==> config.mk <==
export PLATFORM = sky130hd
export DESIGN_NAME = ecdp_top
export DESIGN_NICKNAME = d
export VERILOG_FILES = /design/src/hw/ecdp_pkg.sv /design/src/hw/ecdp_edge_cnt.sv /design/src/hw/ecdp_phase_tmr.sv /design/src/hw/ecdp_top.sv
export SDC_FILE = /design/constraint.sdc
export NUM_CORES = 1
export LEC_CHECK = 0
export BUFFER_PORTS_ARGS = -buffer_cell sky130_fd_sc_hd__buf_2
export CAP_MARGIN = 20
export CORE_MARGIN = 2
export CORE_UTILIZATION = 25
export DETAILED_ROUTE_END_ITERATION = 10
export PLACE_DENSITY = 0.47
export SLEW_MARGIN = 20
export SYNTH_ARGS = -nofsm -noshare
export SYNTH_HDL_FRONTEND = slang
export SYNTH_SLANG_ARGS = --single-unit
==> constraint.sdc <==
create_clock -name mclk_i -period 3.3 [get_ports mclk_i]
set_input_delay 0.165 -clock mclk_i [delete_from_list [all_inputs] [get_ports mclk_i]]
set_output_delay 0.165 -clock mclk_i [all_outputs]
set_load 0.03 [all_outputs]
==> src/hw/ecdp_pkg.sv <==
// package for the event counter and delayed pulse block
// assumes a single 100 MHz clock and synchronous active-high reset
`default_nettype none
package ecdp_pkg;
  // ------------------------------------------------------------
  // widths and encodings
  // ------------------------------------------------------------
  localparam int unsigned CNT_W = 16;
  localparam int unsigned CAT_W = 32;
  localparam int unsigned CAT_SHIFT = 16;
  localparam int unsigned CLK_PERIOD_NS = 10;
  localparam logic [CNT_W-1:0] MIN_PHASE_CYC = 16'h0003;
  localparam logic [CNT_W-1:0] CNT_ZERO = 16'h0000;
  localparam logic [CNT_W-1:0] CNT_ONE = 16'h0001;
  localparam logic EDGE_RISE = 1'h0;
  localparam logic TB_INTERNAL = 1'h0;
  localparam logic POL_HIGH_PULSE = 1'h0;

  // gate modes
  typedef enum logic [2:0] {
    GATE_NONE = 3'h0,
    GATE_LVL_HI = 3'h1,
    GATE_LVL_LO = 3'h2,
    GATE_START_RISE = 3'h3,
    GATE_START_FALL = 3'h4,
    GATE_RETRIG_RISE = 3'h5,
    GATE_RETRIG_FALL = 3'h6
  } ecdp_gate_t;

  // pulse generator states
  typedef enum logic [1:0] {
    PG_IDLE = 2'h0,
    PG_ARMED = 2'h1,
    PG_DELAY = 2'h2,
    PG_PULSE = 2'h3
  } ecdp_pg_state_t;

  // pulse configuration carried as a group
  typedef struct packed {
    logic [CNT_W-1:0] delay_cyc;
    logic [CNT_W-1:0] width_cyc;
    logic tb_src;
    logic polarity;
    ecdp_gate_t gate_mode;
  } ecdp_pulse_cfg_t;

  // counter control group
  typedef struct packed {
    logic start;
    logic stop;
    logic src_edge;
    logic cascade;
  } ecdp_cnt_ctl_t;

  // apply the three-cycle floor to a zero request on the internal timebase
  function automatic logic [CNT_W-1:0] ecdp_phase_len(input logic [CNT_W-1:0] req,
                                                     input logic tb);
    if (req == CNT_ZERO && tb == TB_INTERNAL) begin
      return MIN_PHASE_CYC;
    end
    return req;
  endfunction : ecdp_phase_len

  // edge detect: select rising or falling transition
  function automatic logic ecdp_edge(input logic prev, input logic cur, input logic fall);
    return fall ? (prev & ~cur) : (~prev & cur);
  endfunction : ecdp_edge
endpackage : ecdp_pkg
`default_nettype wire

==> src/hw/ecdp_edge_cnt.sv <==
// one 16-bit event counter that counts chosen edges of a synchronised input
// assumes the event input is already in the mclk_i domain
`default_nettype none
module ecdp_edge_cnt
  import ecdp_pkg::*;
#(
  parameter int unsigned W = CNT_W
) (
  // clock and reset
  input wire logic mclk_i,
  input wire logic srst_i,
  // control
  input wire logic clr_i,
  input wire logic run_i,
  input wire logic fall_i,
  input wire logic evt_i,
  // result
  output logic [W-1:0] cnt_o,
  output logic wrap_o
);
  // ------------------------------------------------------------
  // edge detection and count
  // ------------------------------------------------------------
  logic prev_q, prev_d;
  logic [W-1:0] cnt_q, cnt_d;
  logic hit;

  // next values; clear has priority so a restart begins from zero
  always_comb begin
    prev_d = evt_i;
    hit = ecdp_edge(prev_q, evt_i, fall_i);
    cnt_d = cnt_q;
    if (clr_i) begin
      cnt_d = '0;
    end else if (run_i && hit) begin
      cnt_d = cnt_q + W'(1);
    end
  end

  always_ff @(posedge mclk_i) begin
    if (srst_i) begin
      prev_q <= 1'b0;
      cnt_q <= '0;
    end else begin
      prev_q <= prev_d;
      cnt_q <= cnt_d;
    end
  end

  assign cnt_o = cnt_q;
  // carry into the upper counter when cascaded
  assign wrap_o = run_i && hit && !clr_i && (cnt_q == '1);

  count_step_a: assert property (@(posedge mclk_i) disable iff (srst_i)
    (run_i && hit && !clr_i) |=> cnt_q == $past(cnt_q) + W'(1))
    else $error("counter did not step on edge");
  count_hold_a: assert property (@(posedge mclk_i) disable iff (srst_i)
    (!run_i && !clr_i) |=> $stable(cnt_q))
    else $error("stopped counter moved");
endmodule : ecdp_edge_cnt
`default_nettype wire

==> src/hw/ecdp_phase_tmr.sv <==
// down-counter that times one phase in timebase ticks
// assumes tick_i is in the mclk_i domain; held high it counts one tick per cycle
`default_nettype none
module ecdp_phase_tmr
  import ecdp_pkg::*;
#(
  parameter int unsigned W = CNT_W
) (
  // clock and reset
  input wire logic mclk_i,
  input wire logic srst_i,
  // control
  input wire logic load_i,
  input wire logic [W-1:0] len_i,
  input wire logic tick_i,
  // status
  output logic done_o
);
  // ------------------------------------------------------------
  // remaining ticks
  // ------------------------------------------------------------
  logic [W-1:0] rem_q, rem_d;

  // load wins over counting; stops at zero
  always_comb begin
    rem_d = rem_q;
    if (load_i) begin
      rem_d = len_i;
    end else if (tick_i && rem_q != '0) begin
      rem_d = rem_q - W'(1);
    end
  end

  always_ff @(posedge mclk_i) begin
    if (srst_i) begin
      rem_q <= '0;
    end else begin
      rem_q <= rem_d;
    end
  end

  // done on the tick that consumes the last cycle
  assign done_o = !load_i && tick_i && (rem_q == W'(1));
endmodule : ecdp_phase_tmr
`default_nettype wire

==> src/hw/ecdp_top.sv <==
// event counter with cascade option plus single delayed pulse generator
// assumes external event, gate and timebase pins are already synchronised
`default_nettype none
// Behaviour
// count each qualifying edge on event input
// edge select 0 rising, 1 falling
// cascaded count is high shifted sixteen plus low
// count readable live without stopping counting
// start clears, loads configuration, begins counting
// stop halts selected counters
// output delay level, pulse level, then back
// delay phase lasts programmed timebase cycles
// zero delay internal timebase becomes three cycles
// pulse phase lasts programmed timebase cycles
// zero width internal timebase becomes three cycles
// timebase select 0 internal, 1 external
// polarity 0 high pulse, 1 low pulse
// gate modes zero through six supported
// idle output held at delay level
// external inputs synchronised before edge detect; the block has no synchroniser and takes the pins as already synchronous
module ecdp_top
  import ecdp_pkg::*;
(
  // clock and reset
  input wire logic mclk_i,
  input wire logic srst_i,
  // event counter control
  input wire ecdp_cnt_ctl_t cnt_ctl_i,
  // pulse control
  input wire logic pulse_start_i,
  input wire logic pulse_stop_i,
  input wire ecdp_pulse_cfg_t pulse_cfg_i,
  // external pins, already synchronous
  input wire logic event_source_input_i,
  input wire logic counter_gate_input_i,
  input wire logic ext_timebase_i,
  // results
  output logic [CAT_W-1:0] count_o,
  output logic counting_o,
  output logic counter_pulse_output_o,
  output logic pulse_busy_o
);
  // ------------------------------------------------------------
  // event counting
  // ------------------------------------------------------------
  logic run_q, run_d; // counting enabled
  logic fall_q, fall_d; // latched source edge
  logic cas_q, cas_d; // latched cascade setting
  logic [CNT_W-1:0] lo_cnt, hi_cnt;
  logic lo_wrap;

  // start loads settings and runs; stop halts; start wins if both
  always_comb begin
    run_d = run_q;
    fall_d = fall_q;
    cas_d = cas_q;
    if (cnt_ctl_i.start) begin
      run_d = 1'b1;
      fall_d = cnt_ctl_i.src_edge;
      cas_d = cnt_ctl_i.cascade;
    end else if (cnt_ctl_i.stop) begin
      run_d = 1'b0;
    end
  end

  always_ff @(posedge mclk_i) begin
    if (srst_i) begin
      run_q <= 1'b0;
      fall_q <= EDGE_RISE;
      cas_q <= 1'b0;
    end else begin
      run_q <= run_d;
      fall_q <= fall_d;
      cas_q <= cas_d;
    end
  end

  // lower-order counter sees events directly
  ecdp_edge_cnt #(.W(CNT_W)) u_lo (
    .mclk_i(mclk_i),
    .srst_i(srst_i),
    .clr_i(cnt_ctl_i.start),
    .run_i(run_q),
    .fall_i(fall_q),
    .evt_i(event_source_input_i),
    .cnt_o(lo_cnt),
    .wrap_o(lo_wrap)
  );

  // higher-order counter counts lower wraps when cascaded
  logic hi_evt;
  assign hi_evt = cas_q && lo_wrap;
  ecdp_edge_cnt #(.W(CNT_W)) u_hi (
    .mclk_i(mclk_i),
    .srst_i(srst_i),
    .clr_i(cnt_ctl_i.start),
    .run_i(run_q),
    .fall_i(1'b0),
    .evt_i(hi_evt),
    .cnt_o(hi_cnt),
    .wrap_o()
  );

  // combine counts; the register is refreshed every cycle so reads are live
  logic [CAT_W-1:0] count_q, count_d;
  always_comb begin
    if (cas_q) begin
      count_d = (CAT_W'(hi_cnt) << CAT_SHIFT) + CAT_W'(lo_cnt);
    end else begin
      count_d = CAT_W'(lo_cnt);
    end
  end

  always_ff @(posedge mclk_i) begin
    if (srst_i) begin
      count_q <= '0;
    end else begin
      count_q <= count_d;
    end
  end

  assign count_o = count_q;
  assign counting_o = run_q;

  // ------------------------------------------------------------
  // timebase and gate edges
  // ------------------------------------------------------------
  logic tb_sel_q, tb_sel_d; // latched timebase source
  logic tbx_prev_q, tbx_prev_d;
  logic gate_prev_q, gate_prev_d;
  logic tick, gate_rise, gate_fall;

  // internal timebase is the system clock; external counts its rising edges
  always_comb begin
    tbx_prev_d = ext_timebase_i;
    gate_prev_d = counter_gate_input_i;
    tick = (tb_sel_q == TB_INTERNAL) ? 1'b1 :
           ecdp_edge(tbx_prev_q, ext_timebase_i, 1'b0);
    gate_rise = ecdp_edge(gate_prev_q, counter_gate_input_i, 1'b0);
    gate_fall = ecdp_edge(gate_prev_q, counter_gate_input_i, 1'b1);
  end

  always_ff @(posedge mclk_i) begin
    if (srst_i) begin
      tbx_prev_q <= 1'b0;
      gate_prev_q <= 1'b0;
    end else begin
      tbx_prev_q <= tbx_prev_d;
      gate_prev_q <= gate_prev_d;
    end
  end

  // ------------------------------------------------------------
  // delayed pulse sequencer
  // ------------------------------------------------------------
  ecdp_pg_state_t st_q, st_d;
  logic [CNT_W-1:0] dly_q, dly_d, wid_q, wid_d;
  logic pol_q, pol_d;
  ecdp_gate_t gm_q, gm_d;
  logic out_q, out_d;
  logic ld_dly, ld_wid, dly_done, wid_done;
  logic gate_ok, trig;

  // level gating pauses timing; edge modes fire the sequence
  always_comb begin
    case (gm_q)
      GATE_LVL_HI: gate_ok = counter_gate_input_i;
      GATE_LVL_LO: gate_ok = !counter_gate_input_i;
      default: gate_ok = 1'b1;
    endcase
    case (gm_q)
      GATE_START_RISE, GATE_RETRIG_RISE: trig = gate_rise;
      GATE_START_FALL, GATE_RETRIG_FALL: trig = gate_fall;
      default: trig = 1'b0;
    endcase
  end

  // state, config capture and output level
  always_comb begin
    st_d = st_q;
    dly_d = dly_q;
    wid_d = wid_q;
    pol_d = pol_q;
    gm_d = gm_q;
    tb_sel_d = tb_sel_q;
    ld_dly = 1'b0;
    ld_wid = 1'b0;
    if (pulse_start_i) begin
      // capture config; floor zero requests on internal timebase
      dly_d = ecdp_phase_len(pulse_cfg_i.delay_cyc, pulse_cfg_i.tb_src);
      wid_d = ecdp_phase_len(pulse_cfg_i.width_cyc, pulse_cfg_i.tb_src);
      pol_d = pulse_cfg_i.polarity;
      gm_d = pulse_cfg_i.gate_mode;
      tb_sel_d = pulse_cfg_i.tb_src;
      case (pulse_cfg_i.gate_mode)
        GATE_NONE, GATE_LVL_HI, GATE_LVL_LO: begin
          st_d = PG_DELAY;
          ld_dly = 1'b1;
        end
        default: st_d = PG_ARMED;
      endcase
    end else if (pulse_stop_i) begin
      st_d = PG_IDLE;
    end else begin
      case (st_q)
        PG_IDLE: st_d = PG_IDLE;
        PG_ARMED: begin
          if (trig) begin
            st_d = PG_DELAY;
            ld_dly = 1'b1;
          end
        end
        PG_DELAY: begin
          if (dly_done) begin
            st_d = PG_PULSE;
            ld_wid = 1'b1;
          end
        end
        PG_PULSE: begin
          if ((gm_q == GATE_RETRIG_RISE || gm_q == GATE_RETRIG_FALL) && trig) begin
            st_d = PG_DELAY;
            ld_dly = 1'b1;
          end else if (wid_done) begin
            // one-shot modes return to idle; retrigger modes wait again
            st_d = (gm_q == GATE_RETRIG_RISE || gm_q == GATE_RETRIG_FALL) ?
                   PG_ARMED : PG_IDLE;
          end
        end
        default: st_d = PG_IDLE;
      endcase
    end
    // pulse level only in the pulse phase, else the delay level
    out_d = (st_d == PG_PULSE) ? ~pol_d : pol_d;
  end

  always_ff @(posedge mclk_i) begin
    if (srst_i) begin
      st_q <= PG_IDLE;
      dly_q <= MIN_PHASE_CYC;
      wid_q <= MIN_PHASE_CYC;
      pol_q <= POL_HIGH_PULSE;
      gm_q <= GATE_NONE;
      tb_sel_q <= TB_INTERNAL;
      out_q <= POL_HIGH_PULSE;
    end else begin
      st_q <= st_d;
      dly_q <= dly_d;
      wid_q <= wid_d;
      pol_q <= pol_d;
      gm_q <= gm_d;
      tb_sel_q <= tb_sel_d;
      out_q <= out_d;
    end
  end

  // phase timers; ticks only count while the level gate allows
  ecdp_phase_tmr #(.W(CNT_W)) u_dly (
    .mclk_i(mclk_i),
    .srst_i(srst_i),
    .load_i(ld_dly),
    .len_i(dly_d),
    .tick_i(tick && gate_ok && st_q == PG_DELAY),
    .done_o(dly_done)
  );
  ecdp_phase_tmr #(.W(CNT_W)) u_wid (
    .mclk_i(mclk_i),
    .srst_i(srst_i),
    .load_i(ld_wid),
    .len_i(wid_q),
    .tick_i(tick && gate_ok && st_q == PG_PULSE),
    .done_o(wid_done)
  );

  assign counter_pulse_output_o = out_q;
  assign pulse_busy_o = (st_q == PG_DELAY) || (st_q == PG_PULSE);

  // ------------------------------------------------------------
  // checks
  // ------------------------------------------------------------
  idle_level_a: assert property (@(posedge mclk_i) disable iff (srst_i)
    (st_q == PG_IDLE || st_q == PG_ARMED) |-> out_q == pol_q)
    else $error("idle output not at delay level");
  pulse_level_a: assert property (@(posedge mclk_i) disable iff (srst_i)
    (st_q == PG_PULSE) |-> out_q == ~pol_q)
    else $error("pulse phase level wrong");
  min_delay_a: assert property (@(posedge mclk_i) disable iff (srst_i)
    (pulse_start_i && pulse_cfg_i.delay_cyc == CNT_ZERO && !pulse_cfg_i.tb_src)
    |=> dly_q == MIN_PHASE_CYC)
    else $error("zero delay not floored to three");
  min_width_a: assert property (@(posedge mclk_i) disable iff (srst_i)
    (pulse_start_i && pulse_cfg_i.width_cyc == CNT_ZERO && !pulse_cfg_i.tb_src)
    |=> wid_q == MIN_PHASE_CYC)
    else $error("zero width not floored to three");
  // three delay cycles follow the start edge, so the pulse shows on the fourth edge
  delay_len_a: assert property (@(posedge mclk_i) disable iff (srst_i)
    (pulse_start_i && pulse_cfg_i.gate_mode == GATE_NONE && !pulse_cfg_i.tb_src
     && pulse_cfg_i.delay_cyc == CNT_ZERO) ##1 (!pulse_stop_i && !pulse_start_i)[*3]
    |=> st_q == PG_PULSE)
    else $error("delay phase length wrong");
  phase_order_a: assert property (@(posedge mclk_i) disable iff (srst_i)
    (st_q == PG_PULSE && st_d == PG_IDLE && !pulse_stop_i && !pulse_start_i)
    |-> $past(wid_done) == 1'b0 ##0 wid_done)
    else $error("pulse ended without width expiry");
  cascade_sum_a: assert property (@(posedge mclk_i) disable iff (srst_i)
    cas_q && $stable(cas_q) |=> count_q == (CAT_W'($past(hi_cnt)) << CAT_SHIFT)
    + CAT_W'($past(lo_cnt)))
    else $error("cascaded count wrong");
  live_read_a: assert property (@(posedge mclk_i) disable iff (srst_i)
    !cas_q && $stable(cas_q) |=> count_q == CAT_W'($past(lo_cnt)))
    else $error("count not live");
  start_run_a: assert property (@(posedge mclk_i) disable iff (srst_i)
    cnt_ctl_i.start |=> run_q && lo_cnt == CNT_ZERO)
    else $error("start did not clear and run");
  stop_halt_a: assert property (@(posedge mclk_i) disable iff (srst_i)
    (cnt_ctl_i.stop && !cnt_ctl_i.start) |=> !run_q)
    else $error("stop did not halt");
  armed_wait_a: assert property (@(posedge mclk_i) disable iff (srst_i)
    (st_q == PG_ARMED && !trig && !pulse_start_i && !pulse_stop_i) |=> st_q == PG_ARMED)
    else $error("armed state left without gate edge");

  pulse_seen_c: cover property (@(posedge mclk_i) disable iff (srst_i)
    st_q == PG_DELAY ##1 st_q == PG_PULSE);
  retrig_c: cover property (@(posedge mclk_i) disable iff (srst_i)
    st_q == PG_PULSE && gm_q == GATE_RETRIG_RISE ##1 st_q == PG_DELAY);
  cascade_c: cover property (@(posedge mclk_i) disable iff (srst_i)
    cas_q && lo_wrap);
endmodule : ecdp_top
`default_nettype wire

==> run metrics <==
upper clock frequency limit=0.3771 GHz; wire length of the first global-routing pass=25920 um; arrival time of data at the critical path endpoint=2.97 ns; number of routed nets with antenna violations=0; portion of the post-synthesis area used by sequential elements=0.4716; final-layout fill cell count=2621; Critical Path Sink Type=register; number of I/O port buffers=82; Starting Density=0.2518; clock sink total=143; vias post-DR=5045; utilization after layout=0.3151; share of synthesized registers carrying an async set or reset=0; DRT Wirelength=15870 um; number of placement rows=57; Residual DRC=0; layout-stage area growth over the synthesis result=25.10%; clock transition at the register clock pins on the worst setup and hold paths after CTS=0.07 ns; Tcrit/Tclk final=0.8035; number of buffers inserted by post-CTS setup repair=0; die outline width=159.8 um; most frequently used flop master after synthesis=dfxtp_1; final sum of negative setup slack=0 ns; type of the worst min-delay path=in -> reg; EDFF count, synth=0; # IOs=83; Routed wire per std cell=14.44 um; power per cell area=542.3 nW/um2; crit-path max FO=6; worst clock skew=0.01362 ns; final setup violation count=0; result of the run=complete, no violations; setup repair after global routing missed its margin=no; drt via density=4.591; Final min period=2.652 ns; number of nets produced by synthesis=723; Max rail drop VDD=0.0002761 V; hold slack=0.01381 ns; crit path launch type=register; most numerous cell in the Yosys netlist=dfxtp_1; total CTS buffers=17; number of distinct library cells after synthesis=58; actual transition at the worst max-transition pin=0.9790 ns; HPWL Detailed=11270 um; top-area cell type share of the netlist area=0.4716; Clock Tree Root=clkbuf_16; largest net degree at the start of global routing=89; syn avg cell area=9.074 um2; first-pass detailed-route iteration total=4; total routing usage reported by global routing=0.1281; clock insertion delay at the later pin of the skew report=0.43 ns; final total power=0.004119 W; Slew Viols, Final=0; Synth area leader=dfxtp_1; total gr overflow=0; clock tree from TritonCTS=yes; count of warnings emitted by yosys=0; Die Footprint=25550 um2; via count of the first global-routing pass=4957; biggest area contributors in the synthesized netlist=dfxtp_1, mux2i_1, nor2_1, xnor2_1, a21oi_1; antenna diode instance count=0; 1st-iter DRT viols=283; initial antenna violation count=0; worst setup path class=reg -> reg; weighted congestion reported at the end of routability-driven placement=0.7880; share of final-layout standard cells stronger than drive strength 1=0.1729; Hold Vio Cnt, Final=0; leakage power figure=3.057 nW; max_slew headroom=0.3388; CTS H-tree lvls=4; die height=159.8 um; buffers from clock root to sink, at most=2; count of nets after finishing=816; number of instances in the synthesized netlist=669; top cell types by occurrence after synthesis=dfxtp_1, nor2_1, nand2_1; max-cap violations=0; Core Area=24110 um2; data required time of the critical path=3.61 ns; area of the mapped netlist=6071 um2; number of synthesized register bits=143
final timing paths:
kind                            depth (start not counted)                endpoint             from  slack, ns
worst max-delay path                                    6  counter_pulse_output_o   u_dly.rem_q[2]       0.65
worst min register to register                          2          u_wid.rem_q[0]         wid_q[0]       0.47
worst min-delay path                                    3                dly_q[8]  pulse_cfg_i[29]       0.01
worst max register to register                          6  counter_pulse_output_o   u_dly.rem_q[2]       0.65
critical path, cell delays in order, from the launching register on:
cell and delay [ns]:
dfxtp_1 0.35, or4_1 0.59, nor3_1 0.42, nand4_1 0.22, o221a_2 0.30, a211oi_1 0.28, mux2_2 0.36
power breakdown:
group	switching, W	internal (W)	total, W	leakage, nW
Clock	0.000827	0.00116	0.00199	0.298
Combinational	0.000185	0.000132	0.000317	1.59
Sequential	0.0000375	0.00178	0.00181	1.16
Total	0.00105	0.00307	0.00412	3.06
cell type report:
class                           instances  area, um2  share of cell area
Sequential cell                       143       2863              0.3769
Clock inverter                         14      171.4             0.02257
Timing Repair Buffer                  103      618.1             0.08138
Multi-Input combinational cell        484       3049              0.4015
Tap cell                              324      405.4             0.05338
Clock buffer                           18      439.2             0.05783
Inverter                               13      48.80            0.006425
per-layer routing:
metal	GRT usage	vias to the layer above	part of all wire
met4	0.04996	0	0.012
met5	0	-	0
met3	0.03532	19	0.043
met1	0.1799	2357	0.52
met2	0.1858	98	0.42
li1	-	2571	-
through the flow:
stage	instance area, um2	std cells	setup slack (ns)
4_1_cts	7595	1099	0.6921
3_5_place_dp	6834	1052	0.7167
6_report	7595	1099	0.6485
2_1_floorplan	6071	669	0.9722
5_1_grt	7595	1099	0.4705
3_3_place_gp	6834	1052	0.7497
cells by family after synthesis:
group	synth area share
AND/OR/NAND/NOR	0.2535
AO/OA/AOI/OAI	0.1230
adder cells (fa/ha/maj)	0.01237
multiplexers	0.06286
flip-flops	0.4716
XOR/XNOR	0.05049
buffers and inverters	0.02617
placed cells by master, fill, tap and decap left out, types with 4 or more instances in the layout:
master	netlist	routed
o21ai_0	18	18
inv_1	12	12
dfxtp_1	143	143
a21oi_1	33	33
buf_4	0	5
or2_2	7	7
and2_1	22	22
a31oi_1	8	8
a21o_1	11	11
inv_6	0	4
o22ai_1	4	4
nor4_1	18	18
clkinv_4	0	4
a211oi_1	8	8
nand2_1	40	40
ha_1	6	6
mux2i_1	37	37
xnor2_1	19	19
nor3_1	10	10
nand3_1	15	15
o211ai_1	6	6
xor2_1	16	16
or3_1	18	18
nor2b_1	24	24
clkbuf_16	0	17
or4_1	7	7
nor2_1	81	81
and4_1	7	7
nand4_1	18	18
and3_1	9	9
buf_2	1	82
dlygate4sd3_1	0	15
state kept, by name, summed over array words and instances (netlist names), 2 cells and up:
signal / cells
count_o: 32
dly_q: 16
gm_q: 3
st_q: 2
u_dly.rem_q: 16
u_hi.cnt_o: 16
u_lo.cnt_o: 16
u_wid.rem_q: 16
wid_q: 16
repair_timing:
item | CTS | global route
endpoints found under the hold margin | 15 | 0
hold buffers | 15 | 0
setup endpoints to repair | 0 | 0
gates resized for setup | 0 | 0
(Power assumes the default switching activity.)
